==> config.mk <==
export PLATFORM = sky130hd
export DESIGN_NAME = timer_counter_core
export DESIGN_NICKNAME = d
export VERILOG_FILES = /design/src/shared/timer_counter_core_pkg.sv /design/src/verilog/timer_counter_core.sv
export VERILOG_INCLUDE_DIRS = /design/src /design/src/shared
export SDC_FILE = /design/constraint.sdc
export NUM_CORES = 1
export LEC_CHECK = 0
export BUFFER_PORTS_ARGS = -buffer_cell sky130_fd_sc_hd__buf_2
export CAP_MARGIN = 10
export CORE_MARGIN = 4
export CORE_UTILIZATION = 50
export CTS_BUF_LIST = sky130_fd_sc_hd__clkbuf_8
export DETAILED_ROUTE_END_ITERATION = 16
export PLACE_DENSITY_LB_ADDON = 0.12
export SYNTH_ARGS = -nofsm -noshare
export SYNTH_HDL_FRONTEND = slang
export SYNTH_SLANG_ARGS = --single-unit
export TNS_END_PERCENT = 100
==> constraint.sdc <==
create_clock -name clk_sys -period 5.45 [get_ports clk_sys]
set_input_delay 0.8175 -clock clk_sys [delete_from_list [all_inputs] [get_ports clk_sys]]
set_output_delay 0.8175 -clock clk_sys [all_outputs]
set_load 0.005 [all_outputs]
==> src/shared/timer_counter_core_map.svh <==
`ifndef TIMER_COUNTER_CORE_MAP_SVH
`define TIMER_COUNTER_CORE_MAP_SVH

// apb byte addresses
`define TCC_ADDR_WIDTH          8
`define TCC_OFF_STATUS_CONTROL  8'h00
`define TCC_OFF_COUNTER_HIGH    8'h04
`define TCC_OFF_COUNTER_LOW     8'h08
`define TCC_OFF_MODULO_HIGH     8'h10
`define TCC_OFF_MODULO_LOW      8'h14
`define TCC_OFF_SYSTEM_OPTION   8'h18

// status/control field positions
`define TCC_BIT_OVERFLOW_FLAG   7
`define TCC_BIT_OVF_IRQ_ENABLE  6
`define TCC_BIT_CENTER_PWM      5
`define TCC_CLKS_MSB            4
`define TCC_CLKS_LSB            3
`define TCC_PS_MSB              2
`define TCC_PS_LSB              0

// system option field positions
`define TCC_BIT_SLOW_OSC_ROUTE  0

// clock source encodings
`define TCC_CLKS_OFF            2'h0
`define TCC_CLKS_BUS            2'h1
`define TCC_CLKS_UNUSED         2'h2
`define TCC_CLKS_CRYSTAL        2'h3

// reset values and landmarks
`define TCC_RESET_BYTE          8'h00
`define TCC_RESET_WORD          16'h0000
`define TCC_COUNT_ZERO          16'h0000
`define TCC_COUNT_ONE           16'h0001
`define TCC_COUNT_FULL          16'hFFFF
`define TCC_RESET_CLKS          2'h0
`define TCC_RESET_PS            3'h0
`define TCC_PRESCALE_ZERO       7'h00
`define TCC_PRESCALE_ONE        7'h01
`define TCC_PRESCALE_STEP       7'h01
`define TCC_RDATA_ZERO          32'h0000_0000

`endif

==> src/shared/timer_counter_core_pkg.sv <==
package timer_counter_core_pkg;

    // coherent counter read tracking, one-hot
    typedef enum logic [2:0]
    {
        COH_IDLE    = 3'b001,
        COH_HELD_HI = 3'b010,
        COH_HELD_LO = 3'b100
    } coherency_state_t;

    // count direction in center-aligned operation
    typedef enum logic
    {
        DIR_UP   = 1'b0,
        DIR_DOWN = 1'b1
    } count_dir_t;

endpackage : timer_counter_core_pkg

==> src/verilog/timer_counter_core.sv <==
// Added by the designer: the APB interface to the registers.
`timescale 1ns/10ps
// Overview of operation
// source 00 off, 01 bus clock, 10 unused, 11 crystal clock
// prescaler divides the selected clock by two to the power of the field
// crystal clock synchronised into bus domain before prescaler
// up-count wraps to zero after modulo; center mode reverses down instead
// modulo of zero or all ones gives a free-running counter
// overflow flag sets on wrap to zero, or stepping down from modulo
// flag clears by read while set, then write 0; overflow restarts it
// interrupt request whenever flag and interrupt enable are both set
// center select forces center PWM; clear lets channels choose
// any write to either counter byte zeroes the counter, data ignored
// reading the counter never disturbs counting
// reading one counter byte holds both until the other byte is read
// holding buffer released by reset, counter write or status/control write
// debug halt freezes counter and holding buffer, reads included
// one modulo byte write suppresses overflow until the other byte
// reset clears flag, enable, center select, counter and modulo
// option bit routes channel 0 input from pin or slow oscillator
// while timer owns a pin, port data and direction do not affect it
// after reset timer disabled, pins general-purpose inputs, pullups off
// software rewrites modulo soon after overflow, or zeroes counter first
`include "timer_counter_core_map.svh"

module timer_counter_core
    import timer_counter_core_pkg::*;
#(
    parameter int SYNC_STAGES = 2
)
(
    input  wire logic                        clk_sys,
    input  wire logic                        reset,
    input  wire logic                        clk_en,
    input  wire logic                        psel,
    input  wire logic                        penable,
    input  wire logic                        pwrite,
    input  wire logic [`TCC_ADDR_WIDTH-1:0]  paddr,
    input  wire logic [31:0]                 pwdata,
    output logic      [31:0]                 prdata,
    output logic                             pready,
    output logic                             pslverr,
    input  wire logic                        crystal_derived_clock,
    input  wire logic                        debug_halt_state,
    input  wire logic                        slow_oscillator,
    input  wire logic                        timer_channel0_pin,
    output logic                             timer_channel0_input,
    output logic                             timer_owns_pins,
    output logic                             center_pwm_select,
    output logic      [15:0]                 counter_value,
    output logic                             overflow_irq
);

    initial
    begin
        if (SYNC_STAGES < 2)
            $error("SYNC_STAGES must be at least 2");
    end

    ////////////////////////////////////////////////////////////////////////////
    // register state

    logic                   overflow_flag;
    logic                   overflow_irq_enable;
    logic [1:0]             clock_source_select;
    logic [2:0]             prescale_select;
    logic                   slow_osc_channel_route;
    logic [7:0]             modulo_high_byte;
    logic [7:0]             modulo_low_byte;
    logic                   modulo_pending;
    logic                   clear_armed;
    logic [15:0]            counter;
    count_dir_t             count_dir;
    coherency_state_t       coh_state;
    logic [15:0]            read_buffer;
    logic [6:0]             prescale_count;
    logic [SYNC_STAGES-1:0] crystal_sync;
    logic                   crystal_prev;

    logic                   next_overflow_flag;
    logic                   next_overflow_irq_enable;
    logic                   next_center_pwm_select;
    logic [1:0]             next_clock_source_select;
    logic [2:0]             next_prescale_select;
    logic                   next_slow_osc_channel_route;
    logic [7:0]             next_modulo_high_byte;
    logic [7:0]             next_modulo_low_byte;
    logic                   next_modulo_pending;
    logic                   next_clear_armed;
    logic [15:0]            next_counter;
    count_dir_t             next_count_dir;
    coherency_state_t       next_coh_state;
    logic [15:0]            next_read_buffer;
    logic [6:0]             next_prescale_count;
    logic [31:0]            next_prdata;

    ////////////////////////////////////////////////////////////////////////////
    // apb decode

    logic       setup_phase;
    logic       acc_done;
    logic       wr_stb;
    logic       rd_stb;
    logic       addr_mapped;
    logic [7:0] status_byte;
    logic [15:0] modulo_value;

    // zero wait; frozen block withholds pready
    assign pready      = clk_en;
    assign setup_phase = psel & ~penable;
    assign acc_done    = psel & penable & clk_en;
    assign wr_stb      = acc_done & pwrite;
    // read effects happen at the setup edge
    assign rd_stb      = setup_phase & ~pwrite & clk_en;

    // unmapped addresses error
    always_comb
    begin
        case (paddr)
            `TCC_OFF_STATUS_CONTROL,
            `TCC_OFF_COUNTER_HIGH,
            `TCC_OFF_COUNTER_LOW,
            `TCC_OFF_MODULO_HIGH,
            `TCC_OFF_MODULO_LOW,
            `TCC_OFF_SYSTEM_OPTION: addr_mapped = 1'b1;
            default:                addr_mapped = 1'b0;
        endcase
    end

    assign pslverr = psel & penable & ~addr_mapped;

    assign modulo_value = {modulo_high_byte, modulo_low_byte};

    always_comb
    begin
        status_byte                          = `TCC_RESET_BYTE;
        status_byte[`TCC_BIT_OVERFLOW_FLAG]  = overflow_flag;
        status_byte[`TCC_BIT_OVF_IRQ_ENABLE] = overflow_irq_enable;
        status_byte[`TCC_BIT_CENTER_PWM]     = center_pwm_select;
        status_byte[`TCC_CLKS_MSB:`TCC_CLKS_LSB] = clock_source_select;
        status_byte[`TCC_PS_MSB:`TCC_PS_LSB] = prescale_select;
    end

    ////////////////////////////////////////////////////////////////////////////
    // clock source, synchroniser and prescaler

    logic       source_tick;
    logic       count_tick;
    logic       timer_enabled;
    logic [6:0] prescale_mask;
    logic       crystal_edge;

    // edge detect reads only the last stage
    assign crystal_edge  = crystal_sync[SYNC_STAGES-1] & ~crystal_prev;
    assign timer_enabled = (clock_source_select == `TCC_CLKS_BUS) ||
                           (clock_source_select == `TCC_CLKS_CRYSTAL);
    assign prescale_mask = 7'((`TCC_PRESCALE_ONE << prescale_select) - `TCC_PRESCALE_ONE);

    // source select; the unused code behaves as off
    always_comb
    begin
        case (clock_source_select)
            `TCC_CLKS_BUS:     source_tick = 1'b1;
            `TCC_CLKS_CRYSTAL: source_tick = crystal_edge;
            default:           source_tick = 1'b0;
        endcase
    end

    // prescaler follows selection and sync
    assign count_tick = source_tick & ~debug_halt_state &
                        ((prescale_count & prescale_mask) == prescale_mask);

    always_comb
    begin
        next_prescale_count = prescale_count;
        if (!timer_enabled)
            next_prescale_count = `TCC_PRESCALE_ZERO;
        else if (source_tick && !debug_halt_state)
            next_prescale_count = prescale_count + `TCC_PRESCALE_STEP;
    end

    always_ff @(posedge clk_sys)
    begin
        if (reset)
        begin
            prescale_count <= `TCC_PRESCALE_ZERO;
            crystal_sync   <= '0;
            crystal_prev   <= 1'b0;
        end
        else if (clk_en)
        begin
            prescale_count <= next_prescale_count;
            crystal_sync   <= {crystal_sync[SYNC_STAGES-2:0], crystal_derived_clock};
            crystal_prev   <= crystal_sync[SYNC_STAGES-1];
        end
    end

    ////////////////////////////////////////////////////////////////////////////
    // counter step and overflow detection

    logic        free_running;
    logic [15:0] top_value;
    logic [15:0] stepped_counter;
    count_dir_t  stepped_dir;
    logic        overflow_event;

    assign free_running = (modulo_value == `TCC_COUNT_ZERO) ||
                          (modulo_value == `TCC_COUNT_FULL);
    assign top_value    = free_running ? `TCC_COUNT_FULL : modulo_value;

    // step: wrap or reverse at top
    always_comb
    begin
        stepped_counter = counter;
        stepped_dir     = count_dir;
        overflow_event  = 1'b0;
        if (!center_pwm_select)
        begin
            stepped_dir = DIR_UP;
            if (counter == top_value)
            begin
                stepped_counter = `TCC_COUNT_ZERO;
                overflow_event  = 1'b1;
            end
            else
                stepped_counter = counter + `TCC_COUNT_ONE;
        end
        else if (count_dir == DIR_UP)
        begin
            if (counter == top_value)
            begin
                stepped_dir     = DIR_DOWN;
                stepped_counter = counter - `TCC_COUNT_ONE;
                overflow_event  = 1'b1;
            end
            else
                stepped_counter = counter + `TCC_COUNT_ONE;
        end
        else
        begin
            if (counter == `TCC_COUNT_ZERO)
            begin
                stepped_dir     = DIR_UP;
                stepped_counter = `TCC_COUNT_ONE;
            end
            else
                stepped_counter = counter - `TCC_COUNT_ONE;
        end
    end

    ////////////////////////////////////////////////////////////////////////////
    // writes, read effects, flag, coherency

    logic overflow_set;
    logic wr_status;
    logic wr_counter;
    logic rd_counter_hi;
    logic rd_counter_lo;

    // a half-written modulo holds off both flag and interrupt
    assign overflow_set  = count_tick & overflow_event & ~modulo_pending;
    assign wr_status     = wr_stb && (paddr == `TCC_OFF_STATUS_CONTROL);
    assign wr_counter    = wr_stb && ((paddr == `TCC_OFF_COUNTER_HIGH) ||
                                      (paddr == `TCC_OFF_COUNTER_LOW));
    // halted reads leave the buffer alone
    assign rd_counter_hi = rd_stb && !debug_halt_state && (paddr == `TCC_OFF_COUNTER_HIGH);
    assign rd_counter_lo = rd_stb && !debug_halt_state && (paddr == `TCC_OFF_COUNTER_LOW);

    always_comb
    begin
        next_overflow_flag          = overflow_flag;
        next_overflow_irq_enable    = overflow_irq_enable;
        next_center_pwm_select      = center_pwm_select;
        next_clock_source_select    = clock_source_select;
        next_prescale_select        = prescale_select;
        next_slow_osc_channel_route = slow_osc_channel_route;
        next_modulo_high_byte       = modulo_high_byte;
        next_modulo_low_byte        = modulo_low_byte;
        next_modulo_pending         = modulo_pending;
        next_clear_armed            = clear_armed;
        next_counter                = counter;
        next_count_dir              = count_dir;
        next_coh_state              = coh_state;
        next_read_buffer            = read_buffer;

        // reads never touch counting
        if (count_tick)
        begin
            next_counter   = stepped_counter;
            next_count_dir = stepped_dir;
        end

        // read while set arms the clear
        if (rd_stb && (paddr == `TCC_OFF_STATUS_CONTROL) && overflow_flag)
            next_clear_armed = 1'b1;

        if (wr_status)
        begin
            next_overflow_irq_enable = pwdata[`TCC_BIT_OVF_IRQ_ENABLE];
            next_center_pwm_select   = pwdata[`TCC_BIT_CENTER_PWM];
            next_clock_source_select = pwdata[`TCC_CLKS_MSB:`TCC_CLKS_LSB];
            next_prescale_select     = pwdata[`TCC_PS_MSB:`TCC_PS_LSB];
            // 0 clears only when armed
            if (clear_armed && !pwdata[`TCC_BIT_OVERFLOW_FLAG])
                next_overflow_flag = 1'b0;
            next_clear_armed = 1'b0;
            next_coh_state   = COH_IDLE;
        end

        if (wr_stb && (paddr == `TCC_OFF_SYSTEM_OPTION))
            next_slow_osc_channel_route = pwdata[`TCC_BIT_SLOW_OSC_ROUTE];

        // each modulo byte toggles pending
        if (wr_stb && (paddr == `TCC_OFF_MODULO_HIGH))
        begin
            next_modulo_high_byte = pwdata[7:0];
            next_modulo_pending   = ~modulo_pending;
        end
        if (wr_stb && (paddr == `TCC_OFF_MODULO_LOW))
        begin
            next_modulo_low_byte = pwdata[7:0];
            next_modulo_pending  = ~modulo_pending;
        end

        // counter write zeroes count, data ignored
        if (wr_counter)
        begin
            next_counter   = `TCC_COUNT_ZERO;
            next_count_dir = DIR_UP;
            next_coh_state = COH_IDLE;
        end

        // coherent byte pairing, either order
        case (coh_state)
            COH_IDLE:
            begin
                if (rd_counter_hi)
                begin
                    next_read_buffer = counter;
                    next_coh_state   = COH_HELD_HI;
                end
                else if (rd_counter_lo)
                begin
                    next_read_buffer = counter;
                    next_coh_state   = COH_HELD_LO;
                end
            end
            COH_HELD_HI:
            begin
                if (rd_counter_lo)
                    next_coh_state = COH_IDLE;
            end
            COH_HELD_LO:
            begin
                if (rd_counter_hi)
                    next_coh_state = COH_IDLE;
            end
            default:
                next_coh_state = COH_IDLE;
        endcase

        // new overflow beats the clear
        if (overflow_set)
        begin
            next_overflow_flag = 1'b1;
            next_clear_armed   = 1'b0;
        end
    end

    ////////////////////////////////////////////////////////////////////////////
    // read data at setup

    logic [15:0] counter_view;

    // held buffer answers both bytes
    assign counter_view = (coh_state == COH_IDLE) ? counter : read_buffer;

    always_comb
    begin
        next_prdata = prdata;
        if (rd_stb)
        begin
            next_prdata = `TCC_RDATA_ZERO;
            case (paddr)
                `TCC_OFF_STATUS_CONTROL: next_prdata[7:0] = status_byte;
                `TCC_OFF_COUNTER_HIGH:   next_prdata[7:0] = counter_view[15:8];
                `TCC_OFF_COUNTER_LOW:    next_prdata[7:0] = counter_view[7:0];
                `TCC_OFF_MODULO_HIGH:    next_prdata[7:0] = modulo_high_byte;
                `TCC_OFF_MODULO_LOW:     next_prdata[7:0] = modulo_low_byte;
                `TCC_OFF_SYSTEM_OPTION:  next_prdata[`TCC_BIT_SLOW_OSC_ROUTE] = slow_osc_channel_route;
                default:                 next_prdata = `TCC_RDATA_ZERO;
            endcase
        end
    end

    ////////////////////////////////////////////////////////////////////////////
    // state registers

    always_ff @(posedge clk_sys)
    begin
        if (reset)
        begin
            overflow_flag          <= 1'b0;
            overflow_irq_enable    <= 1'b0;
            center_pwm_select      <= 1'b0;
            clock_source_select    <= `TCC_RESET_CLKS;
            prescale_select        <= `TCC_RESET_PS;
            slow_osc_channel_route <= 1'b0;
            modulo_high_byte       <= `TCC_RESET_BYTE;
            modulo_low_byte        <= `TCC_RESET_BYTE;
            modulo_pending         <= 1'b0;
            clear_armed            <= 1'b0;
            counter                <= `TCC_RESET_WORD;
            count_dir              <= DIR_UP;
            coh_state              <= COH_IDLE;
            read_buffer            <= `TCC_RESET_WORD;
            prdata                 <= `TCC_RDATA_ZERO;
        end
        else if (clk_en)
        begin
            overflow_flag          <= next_overflow_flag;
            overflow_irq_enable    <= next_overflow_irq_enable;
            center_pwm_select      <= next_center_pwm_select;
            clock_source_select    <= next_clock_source_select;
            prescale_select        <= next_prescale_select;
            slow_osc_channel_route <= next_slow_osc_channel_route;
            modulo_high_byte       <= next_modulo_high_byte;
            modulo_low_byte        <= next_modulo_low_byte;
            modulo_pending         <= next_modulo_pending;
            clear_armed            <= next_clear_armed;
            counter                <= next_counter;
            count_dir              <= next_count_dir;
            coh_state              <= next_coh_state;
            read_buffer            <= next_read_buffer;
            prdata                 <= next_prdata;
        end
    end

    ////////////////////////////////////////////////////////////////////////////
    // outputs

    assign counter_value        = counter;
    assign overflow_irq         = overflow_flag & overflow_irq_enable;
    // ownership lets port logic ignore data/direction
    assign timer_owns_pins      = timer_enabled;
    assign timer_channel0_input = slow_osc_channel_route ? slow_oscillator
                                                         : timer_channel0_pin;

endmodule : timer_counter_core

After elaboration in Yosys (flattened, before gate mapping)
Cells that the tools add are included.

$add $sub $neg: 4. Equal/unequal tests: 14. Shifts and indexed selects: 1. Muxes and demuxes: 41. Bitwise operators: 20. Reductions and logical operators: 38.

Operators with widths (count): $mux 16 (11); $pmux 7 s5 (1); $logic_not 16->1 (2); $eq 8x5->1 const B (3); $mux 1 (18); $mux 3 (6); $reduce_and 2->1 (9); $add 16x1->16 const B (1); $eq 16x16->1 (1); $eq 16x16->1 const B (1); $sub 16x1->16 const B (1); $mux 7 (2); $and 1x1->1 (13); $logic_and 1x1->1 (12); $reduce_bool 2->1 (5); $pmux 3 s3 (1); $eq 8x3->1 const B (1); $eq 8x4->1 const B (1); $logic_not 8->1 (1); $add 7x1->7 const B (1); $and 7x7->7 (1); $eq 7x7->1 (1); $shl 1x3->7 const A (1); $sub 7x1->7 const B (1); other kinds (14) (23).

Register bits after elaboration: 81. Word-level logic and storage cells: 136.

Longest topological paths before layout
Gate-level depths: netlist (run 1).

Depth after elaboration: 11. Depth in mapped cells: 12. Gate-level depth less buffers: 10.

Least setup slack after synthesis (run 1)
No wires, ideal clock.

Path type: input to register. From: input port paddr[1]. To: register read_buffer[10]. Arrival time: 2.773 ns. Path slack: 2.549 ns. Stages: 9. Buffers on the path: 2. Cell sequence: or4_4 nor4_4 and2_1 buf_4 o21ai_2 nor2_4 buf_4 mux2i_1 nor2_1.

Longest elaborated chain between the ends: 4.

RTL lines: start: declaration (RTL line timer_counter_core.sv:38) `` input wire logic [`TCC_ADDR_WIDTH-1:0] paddr, ``; $eq 8x3->1 / $eq 8x4->1 (equally long branches); $logic_and 1x1->1, on equally long branches (RTL line timer_counter_core.sv:266, timer_counter_core.sv:267); $reduce_bool 2->1 (no line); $reduce_and 3->1 (no line); end signal: assignment (RTL line timer_counter_core.sv:416) `` read_buffer <= `TCC_RESET_WORD; ``; end signal: assignment (RTL line timer_counter_core.sv:434) `read_buffer <= next_read_buffer;`; end: declaration (RTL line timer_counter_core.sv:75) `logic [15:0] read_buffer;`.

Parallel ways exist; a longest one is shown, timed or not. A chain may end at the register's enable or synchronous reset.

Worst setup path in the final report (run 1)
From: register counter[2], in the netlist counter_value[2]. To: register counter[9], in the netlist counter_value[9].

Longest elaborated chain between the ends: 6.

RTL lines: start: declaration (RTL line timer_counter_core.sv:72) `logic [15:0] counter;`; start signal: assignment (RTL line timer_counter_core.sv:413) `` counter <= `TCC_RESET_WORD; ``; start signal: assignment (RTL line timer_counter_core.sv:431) `counter <= next_counter;`; $add 16x1->16 (no line), or another cell as far along; $mux 16, on equally long branches (RTL line timer_counter_core.sv:230, timer_counter_core.sv:241); $mux 16 (RTL line timer_counter_core.sv:228) `else if (count_dir == DIR_UP)`; $mux 16 * (RTL line timer_counter_core.sv:217) `if (!center_pwm_select)`; $mux 16 * (RTL line timer_counter_core.sv:287) `if (count_tick)`; $mux 16 * (RTL line timer_counter_core.sv:326) `if (wr_counter)`.

Every way passes the cells marked *; elsewhere a longest branch is shown, timed or not. The select of a mux whose other input is x is not followed.

==> results of run 1 <==
-- flip-flops by register name (all words and copies together) (netlist names), 2 cells and up --
signal and count:
read_buffer 16, coh_state 3, crystal_sync 2, modulo_low_byte 8, modulo_high_byte 8, prdata 8, clock_source_select 2, counter_value 16
prescale_select 3, prescale_count 7
-- per-stage QoR --
step / cells / total power, uW
2_1_floorplan: 697 / 657.2
3_3_place_gp: 818 / 667.9
3_5_place_dp: 818 / 668.9
4_1_cts: 834 / 1099
5_1_grt: 834 / 1129
6_report: 834 / 1091
-- how the worst min path moves through the flow --
stage | start | endpoint | slack, ns | cells past startpoint
CTS | prescale_count[6] | prescale_count[6] | 0.49 | 2
finish | prdata[2] | prdata[2] | 0.49 | 2
floorplan | crystal_prev | crystal_prev | 0.45 | 2
detailed placement | prescale_count[6] | prescale_count[6] | 0.48 | 2
global placement | prescale_count[6] | prescale_count[6] | 0.47 | 2
global route | prdata[7] | prdata[7] | 0.53 | 2
-- synthesized netlist by cell type (3+ instances only) --
master,number
dfxtp_1,81
xnor2_1,12
nand2_1,58
xor2_1,19
a221oi_1,8
mux2i_1,46
o21ai_0,31
o31ai_1,3
and3_1,5
o21ai_1,3
nand2b_1,3
mux2_2,6
a21o_1,3
nor2_1,93
o22ai_1,10
nand3_1,16
nand4_1,13
buf_4,29
a22oi_1,15
and2_1,8
nand3b_1,4
nor3b_1,4
nor3_1,19
clkbuf_1,33
a32o_1,6
a32oi_1,3
nor4_2,5
buf_2,12
a211oi_1,3
a21oi_1,30
nor2b_1,7
o211ai_1,12
a31oi_1,7
ha_1,4
or3_1,4
inv_1,15
-- routing by layer --
layer / vias up / track usage, % / share of wire [%]
met2: 255 / 36.83 / 44
met4: 0 / 8.191 / 1.8
met5: - / 0 / 0
li1: 2405 / - / -
met3: 20 / 4.585 / 9.0
met1: 2356 / 33.52 / 45
-- worst register-to-register path: cells and delay by family, from the launching register on --
kind            cells  cell delay, ns
compound gates      5            0.91
flops               1            0.78
simple gates        3            1.56
buf+inv             1            0.37
-- logic make-up (layout without fill, tap and decap cells) --
family                   Yosys count  count (layout)
multiplexers                      52              52
adder cells (fa/ha/maj)            4               4
AO/OA/AOI/OAI                    158             158
buffers and inverters             91              92
AND/OR/NAND/NOR                  256             256
XOR/XNOR                          31              31
flip-flops                        81              81
other                              1              24
-- report_power, final --
group / internal (uW) / switching, uW / total (uW)
logic: 19.8 / 39.4 / 59.3
clock network: 208 / 228 / 436
registers: 594 / 2.15 / 597
-- area by class of cell --
cell class | count | area (um^2)
clock buffer | 9 | 123.9
clock inverter | 7 | 63.81
fill | 1036 | 4692
inverter | 15 | 56.30
multi-input combinational | 525 | 3322
sequential | 81 | 1622
tap | 136 | 170.2
timing repair buffer | 61 | 320.3
==> results.cfg, run 1 <==
[run_status]
status = finished clean

[yosys]
synth.area.mux_share_pct = 9.915
synthXorXnorAreaFrac_pct = 5.099
avgSynthCellArea_um2 = 7.901
synth-edff-count = 0
yosysSeqAreaShare_pct = 30.45
synthAdderAreaFrac_pct = 0.9398
synthSimpleGateAreaFrac_pct = 24.27
netlist.area_leader.share_pct = 30.45
synth_top_cell_by_area = dfxtp_1
synth_cell_types = 71
yosys_warnings = 0
synth_compound_area_share_pct = 20.21
ys_ff_latch = 81
synth_flop_cell = dfxtp_1
synth_top_family_by_area = simple AND/OR/NAND/NOR gates
synth_area_leaders = dfxtp_1 30%, mux2i_1 8.6%, nor2_1 6.6%, buf_4 4.1%, nand2_1 4.1%
synth_area_mm2 = 0.005325
async_reset_ff_share_pct = 0
synthCells = 674

[clocking]
cts_sinks = 81
cts_tree = done
cts_setup_buffers = 0
cts_hold_buffers = 0
clk_pin_slew_ns = 0.08
cts_resized = 0
cts_max_path_buffers = 2
htree_levels = 3
clk_latency_ns = 0.35
cts_inserted_buffers = 9
cts-root-buf = clkbuf_8

[global_routing]
grt_first_pass_wirelength_um = 24560
grt_antenna_before_repair = 0
overflow = 0
grt_pass1_vias = 4802
grt_usage_pct = 23.94
grt_max_degree = 53

[floorplan]
die_y_um = 111.2
ios = 104
row_count = 37
fp.coreArea_mm2 = 0.01037
die_area_mm2 = 0.01237
start_util_pct = 51.35
die_w_um = 111.2

[setup_path]
cp_num_cells = 9
path_cells = nand4_1 -> o32ai_1 -> o211ai_1 -> nor4_4 -> buf_4 -> o21ai_0 -> nor3_1 -> o211ai_1 -> o31ai_1
crit_end = counter_value[9]
path_class = register to register
cp-start-kind = register
critPathRequiredTime_ns = 5.72
path_max_fanout = 17
slowest_stage = nor4_4
startpoint = counter_value[2]
r2r_end = counter_value[9]
cpPeakStageDelay_ns = 0.86
cp_common_cell = o211ai_1
crit_path_end_kind = register
cp.buffers_inverters = 1
reg2reg_depth = 9
crit_family = simple AND/OR/NAND/NOR gates
r2r_slack_ns = 1.75
r2r-start = counter_value[2]
critPathArrivalTime_ns = 3.97

[sta]
rsz0062_at_grt = false
setup_viol = 0
fin_skew_ns = 0.01011
period_minus_slack_ns = 3.699
setup_ws_ns = 1.751
finalHoldViolCount = 0
worst_pin_slew_ns = 0.9606
timing.setup.tns_ns = 0
slew_headroom_pct = 35.48
drv_slew = 0
fin_crit_sh_pct = 67.87
max_freq_mhz = 270.4
holdWs_ns = 0.4947

[drt]
vias = 5036
drc = 0
drtPass1Iterations = 5
drt_first_iter_violations = 490
drt-total-wl_um = 15040
avgViaCountPerCell = 6.038
wl_per_cell_um = 18.03
drtAntennaViolNets = 0

[final_layout]
area_growth_syn_to_layout_pct = 6.626
drive_above_1_share_pct = 14.47
mostFrequentLayoutCell = nor2_1
nets = 747
final_cell_mix = 93 x nor2_1, 81 x dfxtp_1, 58 x nand2_1
final_cell_area_mm2 = 0.005678
utilization_pct = 54.75
diodes = 0

[placement]
place_area_mm2 = 0.005490
routabilityCongestion = 0.8750
io_buffer_count = 55
dp_hpwl_um = 10700
dpl_worst_slack_ns = 1.716

[power]
powerDensity_mw_per_mm2 = 192.2
ir_drop_uv = 137.9
power_leakage_uw = 0.002242

[min_path]
min_path_type = register to register

[flow_run]
maxCapViolCount = 0
Power figures use the tool's default switching activity.
==> run 2, diff against run 1 <==
Clock period 5.45 ns to 3.66 ns, I/O delays scaled along.
==> results.cfg, run 2 (synthesized netlist as in run 1, its figures left out) <==
[final_layout]
multi_input_area_mm2 = 0.003322
area_growth_syn_to_layout_pct = 8.882
nets = 761
diodes = 0
drive_above_1_share_pct = 16.29
mostFrequentLayoutCell = nor2_1
final_cell_mix = 93 x nor2_1, 81 x dfxtp_1, 58 x nand2_1
fill_cells = 1010
final_cell_area_mm2 = 0.005798
regArea_mm2 = 0.001622

[drt]
wl_per_cell_um = 18.30
drt-total-wl_um = 15520
drtPass1Iterations = 5
drt_first_iter_violations = 461
wl_met3_um = 967
vias = 5144
met1_length_um = 7013
maxUsedRoutingLayer = met4
avgViaCountPerCell = 6.066
wl_met2_um = 7266
drc = 0
drtAntennaViolNets = 0

[clocking]
cts_hold_buffers = 0
cts_setup_buffers = 0
clk_pin_slew_ns = 0.09
cts_sinks = 81
cts_resized = 0
clk_latency_ns = 0.35
htree_levels = 3
cts_max_path_buffers = 2
cts_tree = done
cts-root-buf = clkbuf_8
cts_inserted_buffers = 9

[setup_path]
r2r_slack_ns = 0.65
cp-start-kind = register
path_class = register to register
critPathRequiredTime_ns = 3.91
r2r-start = counter_value[0]
path_max_fanout = 15
reg2reg_depth = 11
critPathArrivalTime_ns = 3.26
crit_path_end_kind = register
r2r_end = counter_value[4]

[sta]
max_freq_mhz = 332.2
drv_slew = 0
slew_headroom_pct = 56.01
timing.setup.tns_ns = 0
setup_viol = 0
fin_skew_ns = 0.01070
rsz0062_at_grt = false
finalHoldViolCount = 0
fin_crit_sh_pct = 82.25
worst_pin_slew_ns = 0.6590
setup_ws_ns = 0.6498
period_minus_slack_ns = 3.010

[placement]
dpl_worst_slack_ns = 0.6673
io_buffer_count = 55
place_area_mm2 = 0.005595
dp_hpwl_um = 11070
routabilityCongestion = 0.9043

[power]
seqPwrFrac_pct = 53.0
ir_drop_uv = 198.2
p_sw_uw = 435.9
p_int_uw = 1240
power_frac_clock_pct = 41.6
powerDensity_mw_per_mm2 = 289.1
switching_share_pct = 26.01
power_leakage_uw = 0.002320
comb_power_share_pct = 5.3

[global_routing]
grt_usage_pct = 24.44
grt_max_degree = 54
overflow = 0
grt_antenna_before_repair = 0
grt_pass1_vias = 4860
grt_first_pass_wirelength_um = 24990

[min_path]
min_path_type = input pin to register
worstHoldEndpoint = crystal_sync[0]
whs_path_depth = 3
holdCritStartpoint = crystal_derived_clock

[flow_run]
maxCapViolCount = 0

[floorplan]
ios = 104
start_util_pct = 51.35
die_w_um = 111.2
die_area_mm2 = 0.01237
fp.coreArea_mm2 = 0.01037
row_count = 37
die_y_um = 111.2

[run_status]
status = finished clean
## run 2: through the flow
step	instances	util, %	hold slack [ns]	total power, uW
after floorplan	697	-	0.4547	978.7
after global placement	832	53.96	0.4698	995.4
after detailed placement	832	53.96	0.4813	997.3
after CTS	848	55.91	0.4496	1686
after global routing	848	55.91	0.4651	1746
final	848	55.91	0.4532	1676
## run 2: routing by layer
layer / global-route usage [%] / vias to the layer above
met2: 39.28 / 217
met4: 7.543 / 0
met5: 0 / -
li1: - / 2428
met1: 33.31 / 2471
met3: 4.421 / 28
## run 2: area by class of cell
type	instances	area share [%]
sequential	81	27.97
multi-input combinational	525	57.29
clock buffer	9	2.136
timing repair buffer	75	7.337
inverter	15	0.9711
tap	136	2.935
clock inverter	7	1.360
## run 2: power by group through the flow
| stage | sequential, uW | clock, uW | combinational (uW) |
|---|---|---|---|
| floorplan | 909 | 0 | 69.9 |
| global placement | 909 | 0 | 86.5 |
| detailed placement | 909 | 0 | 88.3 |
| CTS | 889 | 709 | 88.6 |
| global route | 890 | 757 | 99.1 |
| finish | 889 | 698 | 89.5 |
## run 2: worst max-delay path, stage by stage (launching register included)
cell and delay (ns):
dfxtp_1 0.32, buf_4 0.20, and2_1 0.21, nand4_1 0.28
o32ai_1 0.35, o211ai_1 0.18, nor4_4 0.35, buf_4 0.28
mux2_2 0.36, a21oi_1 0.16, nor3b_1 0.07, a21o_1 0.15
## run 2: worst max path at each step
stage | startpoint | to | depth (start not counted)
2_1_floorplan | paddr[1] | read_buffer[10] | 9
3_3_place_gp | paddr[1] | counter_value[5] | 9
3_5_place_dp | paddr[1] | counter_value[5] | 9
4_1_cts | counter_value[0] | counter_value[4] | 11
5_1_grt | counter_value[0] | counter_value[4] | 11
6_report | counter_value[0] | counter_value[4] | 11
